File: config.mk
export PLATFORM = sky130hd
export DESIGN_NAME = data_core
export DESIGN_NICKNAME = d
export VERILOG_FILES = /design/src/core/data_core_pkg.sv /design/src/core/data_core.sv
export VERILOG_INCLUDE_DIRS = /design/src /design/src/core
export SDC_FILE = /design/constraint.sdc
export NUM_CORES = 2
export LEC_CHECK = 0
export BUFFER_PORTS_ARGS = -buffer_cell sky130_fd_sc_hd__buf_2
export CAP_MARGIN = 20
export CELL_PAD_IN_SITES_DETAIL_PLACEMENT = 1
export CELL_PAD_IN_SITES_GLOBAL_PLACEMENT = 2
export CORE_AREA = 10 10 441 443
export CTS_CLUSTER_SIZE = 30
export DETAILED_ROUTE_END_ITERATION = 10
export DIE_AREA = 0 0 451 453
export HOLD_SLACK_MARGIN = 0.1
export MAX_ROUTING_LAYER = met4
export PLACE_DENSITY = 0.95
export REMOVE_ABC_BUFFERS = 1
export SYNTH_ARGS = -nofsm -noshare
export SYNTH_HDL_FRONTEND = slang
export SYNTH_SLANG_ARGS = --single-unit
File: constraint.sdc
create_clock -name ref_clk -period 133.5 [get_ports ref_clk]
set_input_delay 26.7 -clock ref_clk [delete_from_list [all_inputs] [get_ports ref_clk]]
set_output_delay 26.7 -clock ref_clk [all_outputs]
set_load 0.02 [all_outputs]
File: src/core/data_core_map.svh
`ifndef DATA_CORE_MAP_SVH
`define DATA_CORE_MAP_SVH
// data memory addresses
`define ADDR_INDIRECT_0 8'h00
`define ADDR_RAM_PTR_0 8'h01
`define ADDR_INDIRECT_1 8'h02
`define ADDR_RAM_PTR_1 8'h03
`define ADDR_WORK 8'h05
`define ADDR_PC_LOW 8'h06
`define ADDR_TABLE_PTR 8'h07
`define ADDR_TABLE_HIGH 8'h08
`define ADDR_FLAGS 8'h0A
`define ADDR_RAM_BASE 8'h40
`define RAM_DEPTH 192
// status bit positions
`define FLAG_CARRY 0
`define FLAG_HALF 1
`define FLAG_ZERO 2
`define FLAG_WRAP 3
`define FLAG_HALT 4
`define FLAG_WDOG 5
`define FLAGS_SW_MASK 8'h0F
// table address and return stack
`define LAST_PAGE 4'hF
`define STACK_LEVELS 8
`define STACK_TOP 3'h0
`endif

File: src/core/data_core_pkg.sv
package data_core_pkg;
  // alu operations
  typedef enum logic [3:0] {
    alu_pass, alu_add, alu_adc, alu_sub, alu_sbc, alu_daa, alu_and, alu_or,
    alu_xor, alu_cpl, alu_rl, alu_rr, alu_rlc, alu_rrc, alu_inc, alu_dec
  } alu_op_t;
  // table read sequencing
  typedef enum logic [1:0] {tbl_idle, tbl_fetch, tbl_store} tbl_state_t;
endpackage

File: src/core/data_core.sv
`timescale 1ns/10ps
`default_nettype none
`include "data_core_map.svh"

module data_core (
  input wire logic ref_clk,
  input wire logic rst,
  input wire logic [7:0] mem_addr,
  input wire logic mem_rd,
  input wire logic mem_wr,
  input wire logic [7:0] mem_wdata,
  output logic [7:0] mem_rdata,
  input wire logic alu_en,
  input wire data_core_pkg::alu_op_t alu_op,
  input wire logic alu_to_work,
  input wire logic bit_en,
  input wire logic bit_set,
  input wire logic [2:0] bit_sel,
  input wire logic [7:0] imm_data,
  input wire logic imm_en,
  input wire logic [11:0] pc_now,
  input wire logic call_push,
  input wire logic irq_push,
  input wire logic ret_pop,
  output logic [11:0] ret_addr,
  output logic stack_full,
  input wire logic irq_pending,
  output logic irq_ack_ok,
  input wire logic tbl_start,
  input wire logic tbl_last,
  input wire logic [7:0] tbl_dest,
  output logic tbl_busy,
  output logic [11:0] rom_addr,
  output logic rom_rd,
  input wire logic [14:0] rom_data,
  input wire logic halt_set,
  input wire logic wdog_clear,
  input wire logic wdog_timeout,
  output logic [11:0] pc_load_addr,
  output logic pc_load
);
  import data_core_pkg::*;

  // --------------------------------------------------
  // storage
  // --------------------------------------------------
  logic [7:0] ram_reg [`RAM_DEPTH]; // general purpose bytes
  logic [7:0] ram_pointer_0_reg; // first pointer
  logic [7:0] ram_pointer_1_reg; // second pointer
  logic [7:0] work_register_reg; // accumulator
  logic [7:0] table_pointer_reg; // table low address
  logic [6:0] table_high_latch_reg; // upper table bits
  logic [5:0] flag_reg; // status flags, bits 6-7 absent
  logic [11:0] stack_reg [`STACK_LEVELS]; // return addresses
  logic [2:0] stack_index_reg; // next free slot
  logic [3:0] stack_count_reg; // number of entries
  tbl_state_t tbl_state_reg; // table read phase
  tbl_state_t tbl_state_next;
  logic [7:0] tbl_dest_reg; // table destination address
  logic [11:0] rom_addr_reg; // latched table address
  logic [7:0] rdata_reg; // registered read data

  // --------------------------------------------------
  // address decode
  // --------------------------------------------------
  // resolve indirect ports to effective address
  function automatic logic [7:0] resolve(input logic [7:0] a, input logic [7:0] p0,
                                         input logic [7:0] p1);
    // 00H and 02H redirect through pointers
    if (a == `ADDR_INDIRECT_0) begin
      resolve = p0;
    end else if (a == `ADDR_INDIRECT_1) begin
      resolve = p1;
    end else begin
      resolve = a;
    end
  endfunction

  // one address per access, no port to port move
  // true when address is one of the indirect ports
  function automatic logic is_indirect(input logic [7:0] a);
    is_indirect = (a == `ADDR_INDIRECT_0) || (a == `ADDR_INDIRECT_1);
  endfunction

  logic [7:0] eff_addr; // resolved access address
  logic eff_dead; // pointer aims at an indirect port
  logic [7:0] cur_val; // current value at eff_addr
  logic [7:0] ram_idx; // ram index

  assign eff_addr = resolve(mem_addr, ram_pointer_0_reg, ram_pointer_1_reg);
  assign eff_dead = is_indirect(mem_addr) && is_indirect(eff_addr);
  assign ram_idx = eff_addr - `ADDR_RAM_BASE;

  // read mux for effective address
  always_comb begin
    cur_val = 8'h00;
    if (eff_dead) begin
      cur_val = 8'h00;
    end else if (eff_addr >= `ADDR_RAM_BASE) begin
      cur_val = ram_reg[ram_idx];
    end else begin
      unique case (eff_addr)
        `ADDR_RAM_PTR_0: cur_val = ram_pointer_0_reg;
        `ADDR_RAM_PTR_1: cur_val = ram_pointer_1_reg;
        `ADDR_WORK: cur_val = work_register_reg;
        `ADDR_PC_LOW: cur_val = pc_now[7:0];
        `ADDR_TABLE_PTR: cur_val = table_pointer_reg;
        `ADDR_TABLE_HIGH: cur_val = {1'b0, table_high_latch_reg};
        `ADDR_FLAGS: cur_val = {2'b00, flag_reg};
        default: cur_val = 8'h00;
      endcase
    end
  end

  // --------------------------------------------------
  // alu
  // --------------------------------------------------
  logic [7:0] alu_a; // operand from memory or immediate
  logic [7:0] alu_res; // result
  logic [8:0] sum9; // wide sum
  logic [4:0] half5; // nibble sum
  logic carry_out, half_out, wrap_out, flags_arith, flags_carry_only;
  logic cin;

  assign alu_a = imm_en ? imm_data : cur_val;
  assign cin = flag_reg[`FLAG_CARRY];

  always_comb begin
    sum9 = 9'h000;
    half5 = 5'h00;
    alu_res = alu_a;
    carry_out = cin;
    half_out = flag_reg[`FLAG_HALF];
    wrap_out = flag_reg[`FLAG_WRAP];
    flags_arith = 1'b0;
    flags_carry_only = 1'b0;
    unique case (alu_op)
      alu_pass: alu_res = alu_a;
      alu_add, alu_adc: begin
        sum9 = {1'b0, work_register_reg} + {1'b0, alu_a} + {8'h00, (alu_op == alu_adc) & cin};
        half5 = {1'b0, work_register_reg[3:0]} + {1'b0, alu_a[3:0]}
              + {4'h0, (alu_op == alu_adc) & cin};
        flags_arith = 1'b1;
      end
      alu_sub, alu_sbc: begin
        // carry set means no borrow
        sum9 = {1'b0, work_register_reg} + {1'b0, ~alu_a}
             + {8'h00, (alu_op == alu_sub) | cin};
        half5 = {1'b0, work_register_reg[3:0]} + {1'b0, ~alu_a[3:0]}
              + {4'h0, (alu_op == alu_sub) | cin};
        flags_arith = 1'b1;
      end
      alu_daa: begin
        // decimal correct the work register
        sum9 = {1'b0, work_register_reg};
        if (work_register_reg[3:0] > 4'h9 || flag_reg[`FLAG_HALF]) begin
          sum9 = sum9 + 9'h006;
        end
        if (sum9[7:4] > 4'h9 || cin || sum9[8]) begin
          sum9 = sum9 + 9'h060;
        end
        alu_res = sum9[7:0];
        carry_out = sum9[8] | cin;
        flags_carry_only = 1'b1;
      end
      alu_and: alu_res = work_register_reg & alu_a;
      alu_or: alu_res = work_register_reg | alu_a;
      alu_xor: alu_res = work_register_reg ^ alu_a;
      alu_cpl: alu_res = ~alu_a;
      alu_rl: alu_res = {alu_a[6:0], alu_a[7]};
      alu_rr: alu_res = {alu_a[0], alu_a[7:1]};
      alu_rlc: begin
        alu_res = {alu_a[6:0], cin};
        carry_out = alu_a[7];
        flags_carry_only = 1'b1;
      end
      alu_rrc: begin
        alu_res = {cin, alu_a[7:1]};
        carry_out = alu_a[0];
        flags_carry_only = 1'b1;
      end
      alu_inc: alu_res = alu_a + 8'h01;
      alu_dec: alu_res = alu_a - 8'h01;
    endcase
    if (flags_arith) begin
      alu_res = sum9[7:0];
      carry_out = sum9[8];
      half_out = half5[4];
      wrap_out = (work_register_reg[7] == (alu_op inside {alu_add, alu_adc} ? alu_a[7] : ~alu_a[7]))
               && (sum9[7] != work_register_reg[7]);
    end
  end

  // bit set and clear on any writable location
  logic [7:0] bit_res;
  always_comb begin
    bit_res = cur_val;
    bit_res[bit_sel] = bit_set;
  end

  // value written back to memory
  logic [7:0] store_val;
  logic store_mem;
  assign store_val = bit_en ? bit_res : (alu_en ? alu_res : mem_wdata);
  assign store_mem = (mem_wr || bit_en || (alu_en && !alu_to_work)) && !eff_dead;

  // --------------------------------------------------
  // table read
  // --------------------------------------------------
  logic tbl_write; // table store phase
  assign tbl_write = (tbl_state_reg == tbl_store);

  // table sequence state
  always_comb begin
    tbl_state_next = tbl_state_reg;
    unique case (tbl_state_reg)
      tbl_idle: if (tbl_start) tbl_state_next = tbl_fetch;
      tbl_fetch: tbl_state_next = tbl_store;
      tbl_store: tbl_state_next = tbl_idle;
      // spare state code returns to idle
      default: tbl_state_next = tbl_idle;
    endcase
  end

  always_ff @(posedge ref_clk or posedge rst) begin
    if (rst) begin
      tbl_state_reg <= tbl_idle;
    end else begin
      tbl_state_reg <= tbl_state_next;
    end
  end

  // latch table address and destination
  always_ff @(posedge ref_clk or posedge rst) begin
    if (rst) begin
      rom_addr_reg <= 12'h000;
      tbl_dest_reg <= 8'h00;
    end else if (tbl_state_reg == tbl_idle && tbl_start) begin
      tbl_dest_reg <= tbl_dest;
      rom_addr_reg <= {tbl_last ? `LAST_PAGE : pc_now[11:8], table_pointer_reg};
    end
  end

  assign rom_addr = rom_addr_reg;
  assign rom_rd = (tbl_state_reg == tbl_fetch);
  assign tbl_busy = (tbl_state_reg != tbl_idle);

  // destination of table low byte
  logic [7:0] wr_addr;
  logic [7:0] wr_val;
  logic wr_en;
  logic [7:0] tbl_eff;
  assign tbl_eff = resolve(tbl_dest_reg, ram_pointer_0_reg, ram_pointer_1_reg);
  always_comb begin
    if (tbl_write) begin
      wr_addr = tbl_eff;
      wr_val = rom_data[7:0];
      wr_en = !(is_indirect(tbl_dest_reg) && is_indirect(tbl_eff));
    end else begin
      wr_addr = eff_addr;
      wr_val = store_val;
      wr_en = store_mem;
    end
  end

  // latch only loads on table read
  always_ff @(posedge ref_clk or posedge rst) begin
    if (rst) begin
      table_high_latch_reg <= 7'h00;
    end else if (tbl_write) begin
      table_high_latch_reg <= rom_data[14:8];
    end
  end

  // --------------------------------------------------
  // special registers and ram
  // --------------------------------------------------
  // ram storage
  genvar gi;
  generate
    for (gi = 0; gi < `RAM_DEPTH; gi++) begin : g_ram
      always_ff @(posedge ref_clk or posedge rst) begin
        if (rst) begin
          ram_reg[gi] <= 8'h00;
        end else if (wr_en && wr_addr == 8'(gi + `ADDR_RAM_BASE)) begin
          ram_reg[gi] <= wr_val;
        end
      end
    end
  endgenerate

  always_ff @(posedge ref_clk or posedge rst) begin
    if (rst) begin
      ram_pointer_0_reg <= 8'h00;
      ram_pointer_1_reg <= 8'h00;
      table_pointer_reg <= 8'h00;
    end else if (wr_en) begin
      if (wr_addr == `ADDR_RAM_PTR_0) ram_pointer_0_reg <= wr_val;
      if (wr_addr == `ADDR_RAM_PTR_1) ram_pointer_1_reg <= wr_val;
      if (wr_addr == `ADDR_TABLE_PTR) table_pointer_reg <= wr_val;
    end
  end

  always_ff @(posedge ref_clk or posedge rst) begin
    if (rst) begin
      work_register_reg <= 8'h00;
    end else if (alu_en && alu_to_work && !tbl_write) begin
      work_register_reg <= alu_res;
    end else if (wr_en && wr_addr == `ADDR_WORK) begin
      work_register_reg <= wr_val;
    end
  end

  always_ff @(posedge ref_clk or posedge rst) begin
    if (rst) begin
      flag_reg <= 6'h00;
    end else begin
      if (wr_en && wr_addr == `ADDR_FLAGS) begin
        flag_reg[3:0] <= wr_val[3:0];
      end else if (alu_en && !tbl_write) begin
        flag_reg[`FLAG_ZERO] <= (alu_res == 8'h00);
        if (flags_arith || flags_carry_only) flag_reg[`FLAG_CARRY] <= carry_out;
        if (flags_arith) flag_reg[`FLAG_HALF] <= half_out;
        if (flags_arith) flag_reg[`FLAG_WRAP] <= wrap_out;
      end
      if (halt_set) begin
        flag_reg[`FLAG_HALT] <= 1'b1;
        flag_reg[`FLAG_WDOG] <= 1'b0;
      end else if (wdog_clear) begin
        flag_reg[`FLAG_HALT] <= 1'b0;
        flag_reg[`FLAG_WDOG] <= 1'b0;
      end
      if (wdog_timeout) flag_reg[`FLAG_WDOG] <= 1'b1;
    end
  end

  // short jump through program counter low
  assign pc_load = wr_en && wr_addr == `ADDR_PC_LOW;
  assign pc_load_addr = {pc_now[11:8], wr_val};

  // registered read data
  always_ff @(posedge ref_clk or posedge rst) begin
    if (rst) begin
      rdata_reg <= 8'h00;
    end else if (mem_rd) begin
      rdata_reg <= cur_val;
    end
  end
  assign mem_rdata = rdata_reg;

  // --------------------------------------------------
  // return stack
  // --------------------------------------------------
  logic do_push, do_pop;
  assign do_push = call_push || irq_push;
  assign do_pop = ret_pop && (stack_count_reg != 4'h0);
  assign stack_full = (stack_count_reg == 4'(`STACK_LEVELS));
  assign irq_ack_ok = irq_pending && !stack_full;
  assign ret_addr = stack_reg[3'(stack_index_reg - 3'h1)];

  always_ff @(posedge ref_clk or posedge rst) begin
    if (rst) begin
      for (int i = 0; i < `STACK_LEVELS; i++) stack_reg[i] <= 12'h000;
    end else if (do_push) begin
      stack_reg[stack_index_reg] <= pc_now;
    end
  end

  always_ff @(posedge ref_clk or posedge rst) begin
    if (rst) begin
      stack_index_reg <= `STACK_TOP;
      stack_count_reg <= 4'h0;
    end else if (do_push) begin
      stack_index_reg <= stack_index_reg + 3'h1;
      if (!stack_full) stack_count_reg <= stack_count_reg + 4'h1;
    end else if (do_pop) begin
      stack_index_reg <= stack_index_reg - 3'h1;
      stack_count_reg <= stack_count_reg - 4'h1;
    end
  end
endmodule
`default_nettype wire

==> results.cfg <==
[run_status]
status = finished, violations left
violations = max-slew violations

[synth]
synthAdderAreaFrac = 0.007334
ys_seq_elements = 1714
ys_types = 107
avgSynthCellArea_um2 = 10.01
synth-edff-count = 0
synth_warnings = 0
synth-xor-area-share = 0.002520
synthCells = 8279
synth_top_family_by_area = compound AO/OA/AOI/OAI gates
synth-simple-area-share = 0.1397
synthFlopType = dfrtp_1
synth_compound_area_frac = 0.1533
synthMuxAreaShare = 0.1326
synth-seq-area-share = 0.5173
synth_area_um2 = 82910
async_reset_ff_frac = 1.000

[cells_and_area]
final_layout_size_suffix_gt1_frac = 0.1857
largest_reg_flops = 1536
area_growth_pct = 10.21
fin_nets = 8210

[power_and_ir_drop]
p_comb_frac = 0.240
ir_worst_vdd_mv = 0.01888
pwr_density_cell_nw_per_um2 = 17.56
clkPwrFrac = 0.320
intPower_mw = 1.060
switchingPower_uw = 544.3
p_leak_nw = 41.10
seqPwrFrac = 0.440
p_sw_frac = 0.3392

[detailed_routing]
dr_wl_met2_um = 157100
vias_per_cell = 6.594
topRoutingLayerUsed = met4
first_pass_iters = 7
drt_iter0_drc = 7676
ant_nets = 0
drcViolationCount = 0
wl_um = 354500
met1_length_um = 132400
wl_per_cell_um = 33.02
routed-via-count = 70800
wl_met3_um = 33390

[timing]
skew_ns = 0.05740
finalCritPeriodShare = 0.4823
max_freq_ghz = 0.01553
worst_hold_slack_ns = 0.4724
tightest_slew_ns = 1.717
slew_viol_final = 88
slew_headroom = -0.1447
setup_violations = 0
fin_crit_ns = 64.39
finalSetupTns_ns = 0
rsz0062_at_grt = no
finalHoldViolations = 0

[grt]
track_usage = 0.3468
antenna_found_initial = 23
grt_max_degree = 188
grt_overflow = 0
grt_pass1_vias = 72430
grt_pass1_wl_um = 514100

[setup_path]
crit_type = input pin to output pin
crit_fanout = 104
arrival_ns = 37.69
critPathSlowestCell = or4_4
cpPeakStageDelay_ns = 0.77
crit_path_end_kind = output pin
critPathLaunchType = input pin
cp.required_ns = 106.80
crit_top_cell = buf_4
rrSetupSlack_ns = 120.99

[cts]
post_cts_buffers = 0
path_clk_slew_ns = 0.06
clock_latency_ns = 0.87
htreeDepth = 4
post_cts_resized = 0
cts_root_buf = clkbuf_16
tritoncts = done
clock-sinks = 1714
cts_buffers = 181
hold_buffers = 0
clk_path_buf_depth = 3

[floorplan]
dieArea_um2 = 204300
pin_count = 133
core_um2 = 185000
rows = 158
die_h_um = 453
die_w_um = 451
initial_utilization = 0.4481

[placement]
hpwlAfterDp_um = 226500
io_buffers = 132
gp_congestion = 0.9922

[worst_hold_path]
min_path_type = register to register

[run]
cap_violations = 0
cells in the final DEF (no fill, tap or decap), drive strengths merged, types with 40 or more instances in the layout:
cell type  synthesis  routed
mux2             724     724
diode              0      40
o21ai            920     920
a32oi             88      88
inv               89      99
nand2           1780    1780
mux4              47      47
nand3            173     173
nor2             320     320
dfrtp           1714    1714
and3             225     225
a211oi           238     238
mux2i            178     178
buf              307     352
a21oi            256     256
nor3              42      42
clkbuf           426     258
a31oi            126     126
stage by stage:
stage	instances	util	area (um^2)	power (mW)	worst slack, ns
2_1_floorplan	7546	-	79340	0.9248	58.42
3_3_place_gp	10360	0.4599	85100	1.051	69.58
3_5_place_dp	10370	0.4603	85170	1.080	69.43
4_1_cts	10680	0.4923	91100	1.595	69.40
5_1_grt	10720	0.4936	91340	1.663	68.63
6_report	10740	0.4938	91380	1.605	69.11
cells in the mapped netlist (all sizes together), types with 42 or more instances:
| master | count | area (um^2) |
|---|---|---|
| nand2 | 1780 | 6686 |
| a31oi | 126 | 824.5 |
| mux2 | 724 | 8153 |
| a21oi | 256 | 1356 |
| and3 | 225 | 1408 |
| o21ai | 920 | 4604 |
| clkbuf | 426 | 1609 |
| nand3 | 173 | 865.8 |
| inv | 89 | 334.1 |
| nor2 | 320 | 1220 |
| mux4 | 47 | 1059 |
| a211oi | 238 | 1797 |
| mux2i | 178 | 1782 |
| dfrtp | 1714 | 42890 |
| nor3 | 42 | 220.2 |
| buf | 307 | 1963 |
| a32oi | 88 | 770.7 |
worst max-delay path, delay by kind of cell:
family | cells | cell delay (ns)
AO/OA/AOI/OAI | 16 | 4.68
adder cells (fa/ha/maj) | 1 | 0.42
buffers and inverters | 8 | 3.01
AND/OR/NAND/NOR | 6 | 2.52
final cells by class:
class | instances | area (um^2)
Fill cell | 20300 | 93660
Clock inverter | 60 | 698.2
Multi-Input combinational cell | 5740 | 36460
Tap cell | 2480 | 3103
Inverter | 92 | 352.8
Timing Repair Buffer | 352 | 2539
Sequential cell | 1714 | 42890
Antenna cell | 40 | 100.1
Clock buffer | 258 | 5233
power groups by stage:
| stage | registers [mW] | clock network [mW] | logic [mW] |
|---|---|---|---|
| CTS | 0.701 | 0.515 | 0.379 |
| global route | 0.714 | 0.537 | 0.411 |
| global placement | 0.697 | 0 | 0.354 |
| floorplan | 0.687 | 0 | 0.238 |
| detailed placement | 0.708 | 0 | 0.372 |
| finish | 0.706 | 0.513 | 0.385 |
kinds of logic (layout without fill, tap and decap cells):
group           count (synthesis)  count (layout)
compound gates               2010            2010
xor+xnor                       23              23
fa+ha+maj                      45              45
buf+inv                       825             762
flops                        1714            1714
mux                           949             949
other cells                     0              40
simple gates                 2713            2713
worst paths after layout:
path	from	end	cells after the start
max	mem_addr[2]	pc_load_addr[5]	31
min	ram_reg[1048]	ram_reg[1048]	2
max reg2reg	ram_pointer_0_reg[1]	ram_reg[1333]	30
min reg2reg	ram_reg[1048]	ram_reg[1048]	2
max in group asynchronous	rst	ram_reg[725]	8
min in group asynchronous	rst	ram_reg[254]	2
layer usage:
metal	track usage	vias up
li1	-	28860
met1	0.4095	36580
met2	0.5108	4007
met3	0.08695	1348
met4	0.2611	0
met5	-	-
Note: power is estimated with default switching activity, not from simulation.
